`config.mk`:
```
export PLATFORM = sky130hd
export DESIGN_NAME = vid_mode_phase_control
export DESIGN_NICKNAME = d
export VERILOG_FILES = /design/src/vid_phase_pkg.sv /design/src/pin_sync.sv /design/src/slew_ramp.sv /design/src/vid_mode_phase_control.sv
export SDC_FILE = /design/constraint.sdc
export NUM_CORES = 1
export LEC_CHECK = 0
export BUFFER_PORTS_ARGS = -buffer_cell sky130_fd_sc_hd__buf_2
export CAP_MARGIN = 5
export CORE_MARGIN = 5
export CORE_UTILIZATION = 55
export DETAILED_ROUTE_END_ITERATION = 6
export PLACE_DENSITY = 0.86
export RECOVER_POWER = 25
export SLEW_MARGIN = 40
export SYNTH_ARGS = -nofsm -noshare
export SYNTH_HDL_FRONTEND = slang
export SYNTH_SLANG_ARGS = --single-unit
```
`constraint.sdc`:
```
create_clock -name pclk -period 5.2 [get_ports pclk]
set_input_delay 0.52 -clock pclk [delete_from_list [all_inputs] [get_ports pclk]]
set_output_delay 0.52 -clock pclk [all_outputs]
set_load 0.1 [all_outputs]
```
`src/vid_phase_pkg.sv`:
```
package vid_phase_pkg;

    // Timing
    localparam int CLK_PERIOD_NS = 100;
    localparam int ON_TIME_NS = 300;
    localparam int ON_TIME_CYC = (ON_TIME_NS + CLK_PERIOD_NS - 1) / CLK_PERIOD_NS;

    // Voltage code scale: one code step is 8 fine units
    localparam logic [6:0] VID_FULL_SCALE = 7'h78;
    localparam int FINE_SHIFT = 3;
    localparam logic [3:0] STEP_NOMINAL = 4'h8;
    localparam logic [3:0] STEP_HALF = 4'h4;
    localparam logic [3:0] STEP_EIGHTH = 4'h1;

    // Register offsets
    localparam logic [11:0] ADDR_CTRL = 12'h000;
    localparam logic [11:0] ADDR_STATUS = 12'h004;
    localparam logic [11:0] ADDR_INT_STATUS = 12'h008;
    localparam logic [11:0] ADDR_INT_MASK = 12'h00C;

    // Field positions
    localparam int CTRL_BOOT_LSB = 0;
    localparam int CTRL_PERIOD_LSB = 8;
    localparam int STAT_STATE_LSB = 0;
    localparam int STAT_PGOOD = 3;
    localparam int STAT_OVERLAP = 4;
    localparam int STAT_PHASE2 = 5;
    localparam int STAT_SKIP = 6;
    localparam int STAT_SETTLED = 7;
    localparam int STAT_TARGET_LSB = 16;
    localparam int INT_FAULT = 0;
    localparam int INT_PGOOD_RISE = 1;
    localparam int INT_PGOOD_FALL = 2;
    localparam int INT_SHUTDOWN_DONE = 3;

    // Reset values
    localparam logic [6:0] BOOT_CODE_RST = 7'h30;
    localparam logic [7:0] SLEW_PERIOD_RST = 8'h0A;
    localparam logic [3:0] INT_MASK_RST = 4'h0;

    typedef enum logic [2:0] {
        ST_OFF = 3'b000,
        ST_STARTUP = 3'b001,
        ST_RUN = 3'b011,
        ST_SOFTSTOP = 3'b010,
        ST_FAULT = 3'b110
    } reg_state_t;

    typedef struct packed {
        logic regulator_enable_in;
        logic slow_exit_select;
        logic deep_sleep_select;
        logic light_load_phase_select_n;
        logic [6:0] vid_code_bits;
        logic undervoltage_protection;
        logic thermal_shutdown;
        logic output_above_regulation;
        logic min_off_expired;
        logic on_time_request;
        logic phase_imbalance;
        logic [7:0] ground_sense_offset;
    } pin_inputs_t;

    // Code n gives 1.5V minus n steps, floored at zero
    function automatic logic [10:0] vid_to_fine(input logic [6:0] code);
        logic [6:0] steps;
        steps = VID_FULL_SCALE - code;
        if (code >= VID_FULL_SCALE) begin
            return 11'h000;
        end
        return {1'b0, steps, 3'b000};
    endfunction

endpackage

```
`src/pin_sync.sv`:
```
`timescale 1ns/1ns
module pin_sync
    import vid_phase_pkg::*;
(
    // Clock and reset
    input wire logic pclk,
    input wire logic presetn,
    // Data
    input wire pin_inputs_t pins_async,
    output pin_inputs_t pins_sync
);
    pin_inputs_t stage1;

    // Two flip-flops before any logic reads a pin
    always_ff @(posedge pclk or negedge presetn) begin
        if (!presetn) begin
            stage1 <= '0;
            pins_sync <= '0;
        end else begin
            stage1 <= pins_async;
            pins_sync <= stage1;
        end
    end
endmodule

```
`src/slew_ramp.sv`:
```
`timescale 1ns/1ns
module slew_ramp
    import vid_phase_pkg::*;
(
    // Clock and reset
    input wire logic pclk,
    input wire logic presetn,
    // Control
    input wire logic clear,
    input wire logic [10:0] goal,
    input wire logic [3:0] step,
    input wire logic [7:0] period,
    // Ramp state
    output logic [10:0] value,
    output logic settled,
    output logic downward
);
    logic [7:0] tick_cnt;
    logic [7:0] next_tick_cnt;
    logic [10:0] next_value;
    logic [10:0] diff;

    always_comb begin
        next_tick_cnt = tick_cnt + 8'h01;
        next_value = value;
        diff = 11'h000;
        if (clear) begin
            next_value = 11'h000;
            next_tick_cnt = 8'h00;
        end else if (tick_cnt >= period) begin
            next_tick_cnt = 8'h00;
            if (value < goal) begin
                diff = goal - value;
                next_value = (diff > {7'h00, step}) ? value + {7'h00, step} : goal;
            end else if (value > goal) begin
                diff = value - goal;
                next_value = (diff > {7'h00, step}) ? value - {7'h00, step} : goal;
            end
        end
    end

    always_ff @(posedge pclk or negedge presetn) begin
        if (!presetn) begin
            tick_cnt <= 8'h00;
            value <= 11'h000;
        end else begin
            tick_cnt <= next_tick_cnt;
            value <= next_value;
        end
    end

    assign settled = (value == goal);
    assign downward = (value > goal);
endmodule

```
`src/vid_mode_phase_control.sv`:
```
`timescale 1ns/1ns
// Function
// - Output low at end of minimum off-time: next on-time fires both high sides.
// - Overlap lasts until output is above regulation at a minimum off-time end.
// - After overlap, alternation resumes with the phase opposite the last pre-overlap pulse.
// - Target equals code reference plus remote ground-sense offset.
// - Startup ramps the internal target from zero to the boot level.
// - Seven-bit code sets target; any code change starts a slewed transition.
// - Enable low keeps the controller disabled with both low-side gates low.
// - Enable rising starts all phases pulse-skipping at one-eighth slew to boot.
// - Full power: all phases forced-PWM, nominal slew, tracking the code.
// - Phase-select low disables phase 2 gates; phase 1 forced-PWM, nominal slew.
// - Deep sleep forces single-phase pulse-skipping, ignores phase-select, phase 2 off.
// - Deep sleep blanks upper power-good and clock-enable thresholds on downward moves.
// - Deep sleep with slow-exit low halves slew and blanks upper thresholds.
// - Enable falling: drop good flags, clock-enable high, forced-PWM eighth slew to 0V.
// - Undervoltage or thermal fault latches off until supply cycle or enable toggle.
// - Off code runs shutdown; leaving it runs startup; off code at enable stays off.
module vid_mode_phase_control
    import vid_phase_pkg::*;
(
    // Clock and reset
    input wire logic pclk,
    input wire logic presetn,
    // APB slave
    input wire logic [11:0] paddr,
    input wire logic psel,
    input wire logic penable,
    input wire logic pwrite,
    input wire logic [31:0] pwdata,
    output logic [31:0] prdata,
    output logic pready,
    output logic pslverr,
    // Device pins
    input wire pin_inputs_t pins_in,
    // Gate drives
    output logic high_side_gate_1,
    output logic high_side_gate_2,
    output logic low_side_gate_1,
    output logic low_side_gate_2,
    // Status pins
    output logic output_in_regulation,
    output logic phase_balance_ok,
    output logic clock_gen_enable_n,
    output logic pulse_skip_mode,
    output logic [11:0] target_voltage,
    output logic irq
);
    pin_inputs_t pins;
    reg_state_t state;
    reg_state_t next_state;

    // Edge history
    logic en_prev;
    logic min_off_prev;
    logic on_req_prev;
    logic en_fall;
    logic min_off_rise;
    logic on_req_rise;
    logic fault_evt;
    logic off_code;

    // Ramp
    logic ramp_clear;
    logic [10:0] ramp_goal;
    logic [3:0] ramp_step;
    logic [10:0] ramp_value;
    logic ramp_settled;
    logic ramp_down;

    // Mode and phase state
    logic phase2_active;
    logic next_phase2_active;
    logic next_pulse_skip;
    logic gates_on;
    logic overlap;
    logic next_overlap;
    logic last_phase;
    logic next_last_phase;
    logic [3:0] on_cnt;
    logic [3:0] next_on_cnt;
    logic next_hs1;
    logic next_hs2;
    logic next_ls1;
    logic next_ls2;
    logic next_pgood;
    logic next_phase_ok;
    logic [11:0] next_target;
    logic [12:0] target_sum;

    // Registers
    logic [6:0] boot_code;
    logic [7:0] slew_period;
    logic [3:0] int_status;
    logic [3:0] int_mask;
    logic [6:0] next_boot_code;
    logic [7:0] next_slew_period;
    logic [3:0] next_int_status;
    logic [3:0] next_int_mask;
    logic [3:0] events;
    logic next_irq;
    logic next_pready;
    logic next_pslverr;
    logic [31:0] next_prdata;
    logic wr_en;
    logic rd_phase;
    logic addr_ok;

    pin_sync u_pin_sync (
        .pclk(pclk),
        .presetn(presetn),
        .pins_async(pins_in),
        .pins_sync(pins)
    );

    slew_ramp u_slew_ramp (
        .pclk(pclk),
        .presetn(presetn),
        .clear(ramp_clear),
        .goal(ramp_goal),
        .step(ramp_step),
        .period(slew_period),
        .value(ramp_value),
        .settled(ramp_settled),
        .downward(ramp_down)
    );

    assign en_fall = en_prev & ~pins.regulator_enable_in;
    assign min_off_rise = pins.min_off_expired & ~min_off_prev;
    assign on_req_rise = pins.on_time_request & ~on_req_prev;
    assign fault_evt = pins.undervoltage_protection | pins.thermal_shutdown;
    assign off_code = (pins.vid_code_bits >= VID_FULL_SCALE);

    // Mode sequencing
    always_comb begin
        next_state = state;
        unique case (state)
            ST_OFF: begin
                if (pins.regulator_enable_in && !off_code) begin
                    next_state = ST_STARTUP;
                end
            end
            ST_STARTUP: begin
                if (!pins.regulator_enable_in || en_fall) begin
                    next_state = ST_SOFTSTOP;
                end else if (fault_evt) begin
                    next_state = ST_FAULT;
                end else if (off_code) begin
                    next_state = ST_SOFTSTOP;
                end else if (ramp_settled) begin
                    next_state = ST_RUN;
                end
            end
            ST_RUN: begin
                if (!pins.regulator_enable_in) begin
                    next_state = ST_SOFTSTOP;
                end else if (fault_evt) begin
                    next_state = ST_FAULT;
                end else if (off_code) begin
                    next_state = ST_SOFTSTOP;
                end
            end
            ST_SOFTSTOP: begin
                if (fault_evt) begin
                    next_state = ST_FAULT;
                end else if (ramp_value == 11'h000) begin
                    next_state = ST_OFF;
                end
            end
            ST_FAULT: begin
                if (!pins.regulator_enable_in) begin
                    next_state = ST_OFF;
                end
            end
            default: begin
                next_state = ST_OFF;
            end
        endcase
    end

    // Ramp goal and slew rate per mode
    always_comb begin
        ramp_clear = (state == ST_OFF) || (state == ST_FAULT);
        ramp_goal = 11'h000;
        ramp_step = STEP_NOMINAL;
        unique case (state)
            ST_STARTUP: begin
                ramp_goal = vid_to_fine(boot_code);
                ramp_step = STEP_EIGHTH;
            end
            ST_RUN: begin
                ramp_goal = vid_to_fine(pins.vid_code_bits);
                if (off_code) begin
                    ramp_step = STEP_EIGHTH;
                end else if (pins.deep_sleep_select && !pins.slow_exit_select) begin
                    ramp_step = STEP_HALF;
                end else begin
                    ramp_step = STEP_NOMINAL;
                end
            end
            ST_SOFTSTOP: begin
                ramp_goal = 11'h000;
                ramp_step = STEP_EIGHTH;
            end
            default: begin
                ramp_goal = 11'h000;
            end
        endcase
    end

    // Phase selection and operating mode
    always_comb begin
        gates_on = (next_state == ST_STARTUP) || (next_state == ST_RUN) || (next_state == ST_SOFTSTOP);
        next_phase2_active = gates_on;
        next_pulse_skip = 1'b0;
        if (next_state == ST_STARTUP) begin
            next_pulse_skip = 1'b1;
        end else if (next_state == ST_RUN) begin
            if (pins.deep_sleep_select) begin
                next_pulse_skip = 1'b1;
                next_phase2_active = 1'b0;
            end else if (!pins.light_load_phase_select_n) begin
                next_phase2_active = 1'b0;
            end
        end
    end

    // On-time pulses with transient overlap
    always_comb begin
        next_overlap = overlap;
        next_last_phase = last_phase;
        next_on_cnt = (on_cnt != 4'h0) ? on_cnt - 4'h1 : 4'h0;
        next_hs1 = high_side_gate_1 && (on_cnt > 4'h1);
        next_hs2 = high_side_gate_2 && (on_cnt > 4'h1);
        if (!gates_on || !next_phase2_active) begin
            next_overlap = 1'b0;
        end else if (min_off_rise) begin
            next_overlap = !pins.output_above_regulation;
        end
        if (gates_on && on_req_rise && on_cnt == 4'h0) begin
            next_on_cnt = 4'(ON_TIME_CYC);
            if (overlap && next_phase2_active) begin
                next_hs1 = 1'b1;
                next_hs2 = 1'b1;
            end else if (!next_phase2_active) begin
                next_hs1 = 1'b1;
                next_last_phase = 1'b0;
            end else begin
                next_hs1 = last_phase;
                next_hs2 = !last_phase;
                next_last_phase = !last_phase;
            end
        end
        if (!gates_on) begin
            next_hs1 = 1'b0;
            next_hs2 = 1'b0;
            next_on_cnt = 4'h0;
        end
        if (!next_phase2_active) begin
            next_hs2 = 1'b0;
        end
        next_ls1 = gates_on && !next_hs1;
        next_ls2 = gates_on && next_phase2_active && !next_hs2;
    end

    // Good flags and target
    always_comb begin
        next_pgood = (next_state == ST_RUN) &&
                     (ramp_settled || (pins.deep_sleep_select && ramp_down));
        next_phase_ok = (next_state == ST_RUN) && !pins.phase_imbalance;
        target_sum = {2'b00, ramp_value} + {{5{pins.ground_sense_offset[7]}}, pins.ground_sense_offset};
        if (target_sum[12]) begin
            next_target = 12'h000;
        end else begin
            next_target = target_sum[11:0];
        end
    end

    // APB decode and register updates
    always_comb begin
        rd_phase = psel && penable && !pready;
        wr_en = psel && penable && pready && pwrite;
        addr_ok = (paddr == ADDR_CTRL) || (paddr == ADDR_STATUS) ||
                  (paddr == ADDR_INT_STATUS) || (paddr == ADDR_INT_MASK);
        next_pready = rd_phase;
        next_pslverr = rd_phase && !addr_ok;
        next_prdata = 32'h0000_0000;
        if (rd_phase && !pwrite) begin
            unique case (paddr)
                ADDR_CTRL: begin
                    next_prdata[CTRL_BOOT_LSB +: 7] = boot_code;
                    next_prdata[CTRL_PERIOD_LSB +: 8] = slew_period;
                end
                ADDR_STATUS: begin
                    next_prdata[STAT_STATE_LSB +: 3] = state;
                    next_prdata[STAT_PGOOD] = output_in_regulation;
                    next_prdata[STAT_OVERLAP] = overlap;
                    next_prdata[STAT_PHASE2] = phase2_active;
                    next_prdata[STAT_SKIP] = pulse_skip_mode;
                    next_prdata[STAT_SETTLED] = ramp_settled;
                    next_prdata[STAT_TARGET_LSB +: 12] = target_voltage;
                end
                ADDR_INT_STATUS: begin
                    next_prdata[3:0] = int_status;
                end
                ADDR_INT_MASK: begin
                    next_prdata[3:0] = int_mask;
                end
                default: begin
                    next_prdata = 32'h0000_0000;
                end
            endcase
        end
        next_boot_code = boot_code;
        next_slew_period = slew_period;
        next_int_mask = int_mask;
        if (wr_en && paddr == ADDR_CTRL) begin
            next_boot_code = pwdata[CTRL_BOOT_LSB +: 7];
            next_slew_period = pwdata[CTRL_PERIOD_LSB +: 8];
        end
        if (wr_en && paddr == ADDR_INT_MASK) begin
            next_int_mask = pwdata[3:0];
        end
        events = 4'h0;
        events[INT_FAULT] = (next_state == ST_FAULT) && (state != ST_FAULT);
        events[INT_PGOOD_RISE] = next_pgood && !output_in_regulation;
        events[INT_PGOOD_FALL] = !next_pgood && output_in_regulation;
        events[INT_SHUTDOWN_DONE] = (state == ST_SOFTSTOP) && (next_state == ST_OFF);
        next_int_status = int_status;
        if (wr_en && paddr == ADDR_INT_STATUS) begin
            next_int_status = int_status & ~pwdata[3:0];
        end
        next_int_status = next_int_status | events;
        next_irq = |(next_int_status & next_int_mask);
    end

    always_ff @(posedge pclk or negedge presetn) begin
        if (!presetn) begin
            state <= ST_OFF;
            en_prev <= 1'b0;
            min_off_prev <= 1'b0;
            on_req_prev <= 1'b0;
            phase2_active <= 1'b0;
            pulse_skip_mode <= 1'b0;
            overlap <= 1'b0;
            last_phase <= 1'b1;
            on_cnt <= 4'h0;
            high_side_gate_1 <= 1'b0;
            high_side_gate_2 <= 1'b0;
            low_side_gate_1 <= 1'b0;
            low_side_gate_2 <= 1'b0;
            output_in_regulation <= 1'b0;
            phase_balance_ok <= 1'b0;
            clock_gen_enable_n <= 1'b1;
            target_voltage <= 12'h000;
            boot_code <= BOOT_CODE_RST;
            slew_period <= SLEW_PERIOD_RST;
            int_status <= 4'h0;
            int_mask <= INT_MASK_RST;
            irq <= 1'b0;
            pready <= 1'b0;
            pslverr <= 1'b0;
            prdata <= 32'h0000_0000;
        end else begin
            state <= next_state;
            en_prev <= pins.regulator_enable_in;
            min_off_prev <= pins.min_off_expired;
            on_req_prev <= pins.on_time_request;
            phase2_active <= next_phase2_active;
            pulse_skip_mode <= next_pulse_skip;
            overlap <= next_overlap;
            last_phase <= next_last_phase;
            on_cnt <= next_on_cnt;
            high_side_gate_1 <= next_hs1;
            high_side_gate_2 <= next_hs2;
            low_side_gate_1 <= next_ls1;
            low_side_gate_2 <= next_ls2;
            output_in_regulation <= next_pgood;
            phase_balance_ok <= next_phase_ok;
            clock_gen_enable_n <= !next_pgood;
            target_voltage <= next_target;
            boot_code <= next_boot_code;
            slew_period <= next_slew_period;
            int_status <= next_int_status;
            int_mask <= next_int_mask;
            irq <= next_irq;
            pready <= next_pready;
            pslverr <= next_pslverr;
            prdata <= next_prdata;
        end
    end
endmodule

```
; ---- Word-level counts from Yosys, hierarchy flattened
; Index checks and enable logic that the tools add are counted.
[word_totals]
input_bits = 74
word_cells = 218
register_bits = 160
out_inout_bits = 55
[op_classes]
addsub = 9
n_eq_ne = 13
order_cmp = 8
reduce_logical = 63
bitwise = 12
mux = 62
[op_table]
columns = cell, n
row1 = $mux 11, 10
row2 = $mux 3, 11
row3 = $mux 28, 1
row4 = $mux 4, 7
row5 = $logic_and 1x1->1, 26
row6 = $eq 12x4->1 const B, 2
row7 = $mux 12, 2
row8 = $mux 8, 3
row9 = $mux 1, 23
row10 = $gt 11x4->1, 2
row11 = $pmux 11 s2, 1
row12 = $sub 11x11->11, 2
row13 = $pmux 4 s4, 1
row14 = $logic_not 1->1, 15
row15 = $pmux 3 s5, 1
row16 = $ge 7x7->1 const B, 2
row17 = $sub 7x7->7 const A, 2
row18 = $add 12x8->13, 1
row19 = $eq 12x3->1 const B, 1
row20 = $eq 3x2->1 const B, 4
row21 = $logic_not 12->1, 1
row22 = $add 11x4->11, 1
row23 = $eq 11x11->1, 1
row24 = $gt 11x11->1, 1
row25 = 27 further kinds, 46

; ---- Longest topological paths before layout
[logic_depth]
word_depth = 25
depth_mapped = 19
mapped_depth_nobuf = 19

; ---- Hierarchy
; From an unflattened synthesis, not the netlist that was laid out.
[hier_totals]
cells_unflattened = 832
hier_area_um2 = 8590.7
[modules_own_cells]
columns = module, cells_each, seq_area_each_um2, area_per_inst_um2, instances
row1 = vid_mode_phase_control, 385, 2159.6, 4256.6, 1
row2 = slew_ramp, 397, 475.5, 3083.0, 1
row3 = pin_sync, 50, 1251.2, 1251.2, 1

; ---- Worst setup path before layout
; OpenSTA, ideal clock, no wires.
[synth_path]
path_type = flip-flop to flip-flop
startpoint = register u_pin_sync.pins_sync[16] (netlist bit)
endpoint = register u_slew_ramp.value[2]
stages_incl_launch_ff = 18
slack_ns = 0.803
path_buffers = 1
t_arrival_ns = 4.275
required_ns = 5.078
period_less_slack_ns = 4.397
setup_ns = 0.122
cell_sequence = dfrtp_1 or3_1 o211ai_1 nand2_1 nor2_1 a22o_1 ha_1 inv_1 fa_1 a21o_1 nand2_1 o221ai_1 xor2_1 or4_4 and2_1 clkbuf_1 a221o_1 a32o_1
[synth_via]
elab_chain_len = 12
elab_cells_between_ends = 24
classes_between = 5 x add/sub / 5 x order compare / 12 x mux / 2 x reduce/logical
[synth_lines]
columns = element, line_no
row1 = from (decl), pin_sync.sv:10  ; output pin_inputs_t pins_sync
row2 = from (signal assigned), pin_sync.sv:21  ; pins_sync <= stage1;
row3 = $ge 7x7->1, "vid_phase_pkg.sv:68, vid_mode_phase_control.sv:132"
row4 = $mux 1, vid_phase_pkg.sv:68  ; if (code >= VID_FULL_SCALE) begin
row5 = $mux 1, vid_mode_phase_control.sv:186  ; unique case (state)
row6 = $mux 11, vid_phase_pkg.sv:71  ; return {1'b0, steps, 3'b000};
row7 = $pmux 11 s2, vid_mode_phase_control.sv:186
row8 = $sub 11x11->11, slew_ramp.sv:36  ; diff = value - goal;
row9 = $gt 11x4->1, slew_ramp.sv:37  ; next_value = (diff > {7'h00, step}) ? value - {7'h00, step} : goal;
row10 = $mux 11, slew_ramp.sv:37
row11 = $mux 11, slew_ramp.sv:35  ; end else if (value > goal) begin
row12 = $mux 11, slew_ramp.sv:32  ; if (value < goal) begin
row13 = $mux 11, slew_ramp.sv:30  ; end else if (tick_cnt >= period) begin
row14 = $mux 11, slew_ramp.sv:27  ; if (clear) begin
row15 = to (signal assigned), slew_ramp.sv:48  ; value <= next_value;
row16 = to (decl), slew_ramp.sv:14  ; output logic [10:0] value,
; Parallel ways exist; a longest one is shown, timed or not. The select of a mux whose other input is x is not followed.
; A chain may end at the register's enable or synchronous reset.

; ---- Worst setup path in the final report
[layout_path]
startpoint = register boot_code[2]
endpoint = register u_slew_ramp.value[2]
[layout_via]
elab_chain_len = 12
elab_cells_between_ends = 20
classes_between = 3 x add/sub / 5 x order compare / 10 x mux / 2 x reduce/logical
[layout_lines]
columns = element, line_no
row1 = from (decl), vid_mode_phase_control.sv:92  ; logic [6:0] boot_code;
row2 = from (signal assigned), vid_mode_phase_control.sv:382  ; boot_code <= next_boot_code;
row3 = $ge 7x7->1, vid_phase_pkg.sv:68
row4 = $mux 1, vid_phase_pkg.sv:68
row5 = $mux 1, vid_mode_phase_control.sv:186
row6 = $mux 11 (*), vid_phase_pkg.sv:71
row7 = $pmux 11 s2 (*), vid_mode_phase_control.sv:186
row8 = $sub 11x11->11, slew_ramp.sv:36
row9 = $gt 11x4->1, slew_ramp.sv:37
row10 = $mux 11, slew_ramp.sv:37
row11 = $mux 11, slew_ramp.sv:35
row12 = $mux 11, slew_ramp.sv:32
row13 = $mux 11, slew_ramp.sv:30
row14 = $mux 11, slew_ramp.sv:27
; Mark *: on every way between the ends. The rest lies on a longest branch, timed or not. The select of a mux whose other input is x is not followed.

==> out/metrics.csv <==
stage,metric,value,unit
status,status,"complete, but fails checks",
status,failing checks,"max-capacitance violations, max-slew violations",
power_and_ir_drop,P_sw,0.00226,W
yosys,Mapped Area,7770,um2
placed_design,hpwl dp,12.2,mm
cts,cts bufs inserted,17,
cts,clock network latency to the later pin of the worst-skew pair,420,ps
yosys,Yosys cell types,66,
timing,Slew Limit Fails,40,
cts,CTS Sinks,155,
power_and_ir_drop,Comb power frac,47.0,%
yosys,Post-Syn Instances,747,
floorplanning,die area,16600,um2
cts,CTS tree,built,
cts,clk buf depth,2,
power_and_ir_drop,sequential power share,28.9,%
global_routing,GR Overflow Total,0,
critical_path,CP dominant cell by count,nor3_1,
floorplanning,Starting Density,56.0,%
critical_path,endpoint class of the critical path,flip-flop,
timing,fin crit share,90.3,%
timing,setup TNS,0,ps
power_and_ir_drop,Sw Share,42.9,%
yosys,fraction of registers with async set/reset,100,%
floorplanning,Core Region,13900,um2
global_routing,initial antenna violation count,0,
routing,iteration-0 DRC count of the detailed router,522,
timing,"Setup violations, final",0,
routing,Vias/cell,5.69,
power_and_ir_drop,Int Pwr,0.00301,W
worst_hold_path,worst min-delay path category,input port to flip-flop,
yosys,cell taking the most area after synthesis,dfrtp_1,
layout,Nets,979,
power_and_ir_drop,clock share of power,24.0,%
global_routing,Tot GR Track Use,21.6,%
critical_path,Startpoint Class,flip-flop,
cts,clk root buf,clkbuf_16,
global_routing,wire length of the first global-routing pass,28.4,mm
yosys,"EDFF count, synth",0,
critical_path,kind of critical path,flip-flop to flip-flop,
timing,RSZ-0062 raised after global routing,no,
yosys,register area share after synthesis,50.0,%
timing,fmax,213,MHz
floorplanning,row count,43,
routing,vias,5951,
timing,hold violation count in the final report,0,
placed_design,gpl congestion,0.909,
critical_path,crit path cell chain,nor3_1 > a21oi_1 > nor3_1 > a22o_1 > ha_1 > inv_1 > fa_1 > a21o_1 > nand2_1 > o221ai_1 > xor2_1 > or4_4 > and2_1 > a221o_1 > a32o_1,
critical_path,CP Buf/Inv Count,1,
floorplanning,Die Ht,129,um
layout,Ant. Diodes,0,
critical_path,R2R setup slack,500,ps
timing,Worst slew margin,-44.6,%
timing,Final Skew,10.5,ps
critical_path,Slowest cell on crit path,nor3_1,
cts,PostCTS Resize Cnt,0,
critical_path,Worst EP required,5500,ps
power_and_ir_drop,leak pwr,4.49,nW
layout,share of cells above drive strength 1,21.2,%
floorplanning,Die W,129,um
cts,H-tree depth,4,
yosys,"Warnings, synthesis",0,
global_routing,number of global-route vias before repair,5776,
floorplanning,# IOs,129,
power_and_ir_drop,PD cells,578,nW/um2
routing,DRC Markers,0,
routing,post-route ant nets,0,
timing,crit path time final,4700,ps
timing,Slew @ Worst Pin,2170,ps
critical_path,Crit Path Max Fanout,9,
flow_run,MaxCap Viol Count,1,
routing,wire per inst,16.5,um
routing,Post-Route WL,17.2,mm
placed_design,Port Buffers,107,
power_and_ir_drop,maximum vdd ir drop,0.000366,V
yosys,Post-synth top flop,dfrtp_1,
yosys,post-synth top area share,48.0,%
yosys,Yosys reg bits,155,
global_routing,largest net degree at the start of global routing,118,
critical_path,max incr delay on CP,570,ps
yosys,synth top area cells,"dfrtp_1 (48%), ha_1 (8.2%), nor2_1 (2.9%)",
routing,First-pass DRT Iterations,5,
critical_path,WP data arrival,5000,ps
cts,clock slew at reported path FFs,60,ps
critical_path,"CP delay by family, top",simple AND/OR/NAND/NOR gates,
yosys,syn_area_per_cell,10.4,um2
layout,final core occ,65.6,%
layout,Area Growth Syn to Fin,17.1,%
## stage by stage
stage	total power, W	instance area [um2]	worst slack [ps]	hold slack, ps	std cells
after floorplan	0.00345	7780	803	224	750
after global placement	0.00390	8450	709	332	1011
after detailed placement	0.00396	8450	608	335	1011
after CTS	0.00525	9070	590	181	1043
after global routing	0.00558	9100	240	191	1045
final	0.00527	9100	504	201	1045
## repair_timing
item                                   4_1_cts  5_1_grt
setup buffers                                0        0
endpoints found under the hold margin        0       27
hold buffers                                 0        1
## worst paths after layout
path	from	endpoint	cells past startpoint
max in group asynchronous	presetn	u_pin_sync.stage1[19]$_DFF_PN0_	4
max	boot_code[2]$_DFFE_PN0P_	u_slew_ramp.value[2]$_DFFE_PN0P_	15
min in group asynchronous	presetn	on_cnt[3]$_DFF_PN0_	2
max reg2reg	boot_code[2]$_DFFE_PN0P_	u_slew_ramp.value[2]$_DFFE_PN0P_	15
min reg2reg	u_pin_sync.stage1[16]$_DFF_PN0_	u_pin_sync.pins_sync[16]$_DFF_PN0_	0
min	pins_in[11]	u_pin_sync.stage1[11]$_DFF_PN0_	1
## logic make-up (layout without fill, tap and decap cells)
| group | after synthesis | count (layout) | synth area share [%] |
|---|---|---|---|
| AO/OA/AOI/OAI | 139 | 139 | 12.2 |
| XOR/XNOR | 44 | 44 | 4.96 |
| adder cells (fa/ha/maj) | 53 | 53 | 8.73 |
| buffers and inverters | 81 | 196 | 4.14 |
| flip-flops | 155 | 155 | 50.0 |
| multiplexers | 27 | 27 | 3.94 |
| other | 1 | 4 | 0.0482 |
| AND/OR/NAND/NOR | 247 | 247 | 16.0 |
## registers in the layout, summed over array words and instances, names as in the netlist, 3 cells and up
register              count
boot_code                 7
int_mask                  4
int_status                4
on_cnt                    4
prdata                   28
slew_period               8
state                     3
target_voltage           12
u_pin_sync.pins_sync     25
u_pin_sync.stage1        25
u_slew_ramp.tick_cnt      8
u_slew_ramp.value        11
## final cells by class
type | count | area (um2)
clock inverters | 10 | 138
fillers | 1062 | 4780
well taps | 180 | 225
flip-flops and latches | 155 | 3890
clock buffers | 22 | 484
repair buffers | 112 | 594
multi-input cells | 514 | 3580
inverters | 52 | 195
## Yosys cell counts, types with 3 or more instances
library cell  instances
mux2_2               19
nor2_1               61
a22oi_1               7
xnor2_1              23
nand2_1              54
a31oi_1              10
nand3_1              17
a211oi_1              6
and3_1               17
nor4b_1               4
o21bai_1              6
and2_1                5
a21o_1                9
a22o_1                5
nor4_1                9
a2bb2oi_1             3
nand3b_1              6
clkbuf_1             22
or2_2                 5
nand2b_1             10
nor2b_1              11
nor3_1               26
or3_1                 7
o21ai_1               3
dfstp_2               6
o21ai_0              27
buf_4                 4
ha_1                 51
xor2_1               21
mux2i_1               7
o21a_1                4
a21oi_1              31
dfrtp_1             149
inv_1                52
o221ai_1              3
nand4_1               6
a221o_1               3
## layout by cell type, fill, tap and decap left out, types with 21 or more instances in the layout
cell / Yosys / layout
a21oi_1: 31 / 31
buf_2: 2 / 106
dfrtp_1: 149 / 149
ha_1: 51 / 51
inv_1: 52 / 52
nand2_1: 54 / 54
nor2_1: 61 / 61
nor3_1: 26 / 26
o21ai_0: 27 / 27
xnor2_1: 23 / 23
xor2_1: 21 / 21
## power groups by stage
stage	Combinational [W]	Clock, W	Sequential, W
floorplan	0.00160	0	0.00185
global placement	0.00237	0	0.00153
detailed placement	0.00243	0	0.00154
CTS	0.00245	0.00129	0.00152
global route	0.00269	0.00134	0.00154
finish	0.00248	0.00127	0.00152
## metal layers
layer	up-vias	part of all wire, %	GRT usage [%]
met4	0	2.5	9.14
met2	257	49	35.7
met1	2844	41	27.9
li1	2812	-	-
met3	38	7.1	4.32
met5	-	0	0
Power figures use the tool's default switching activity.
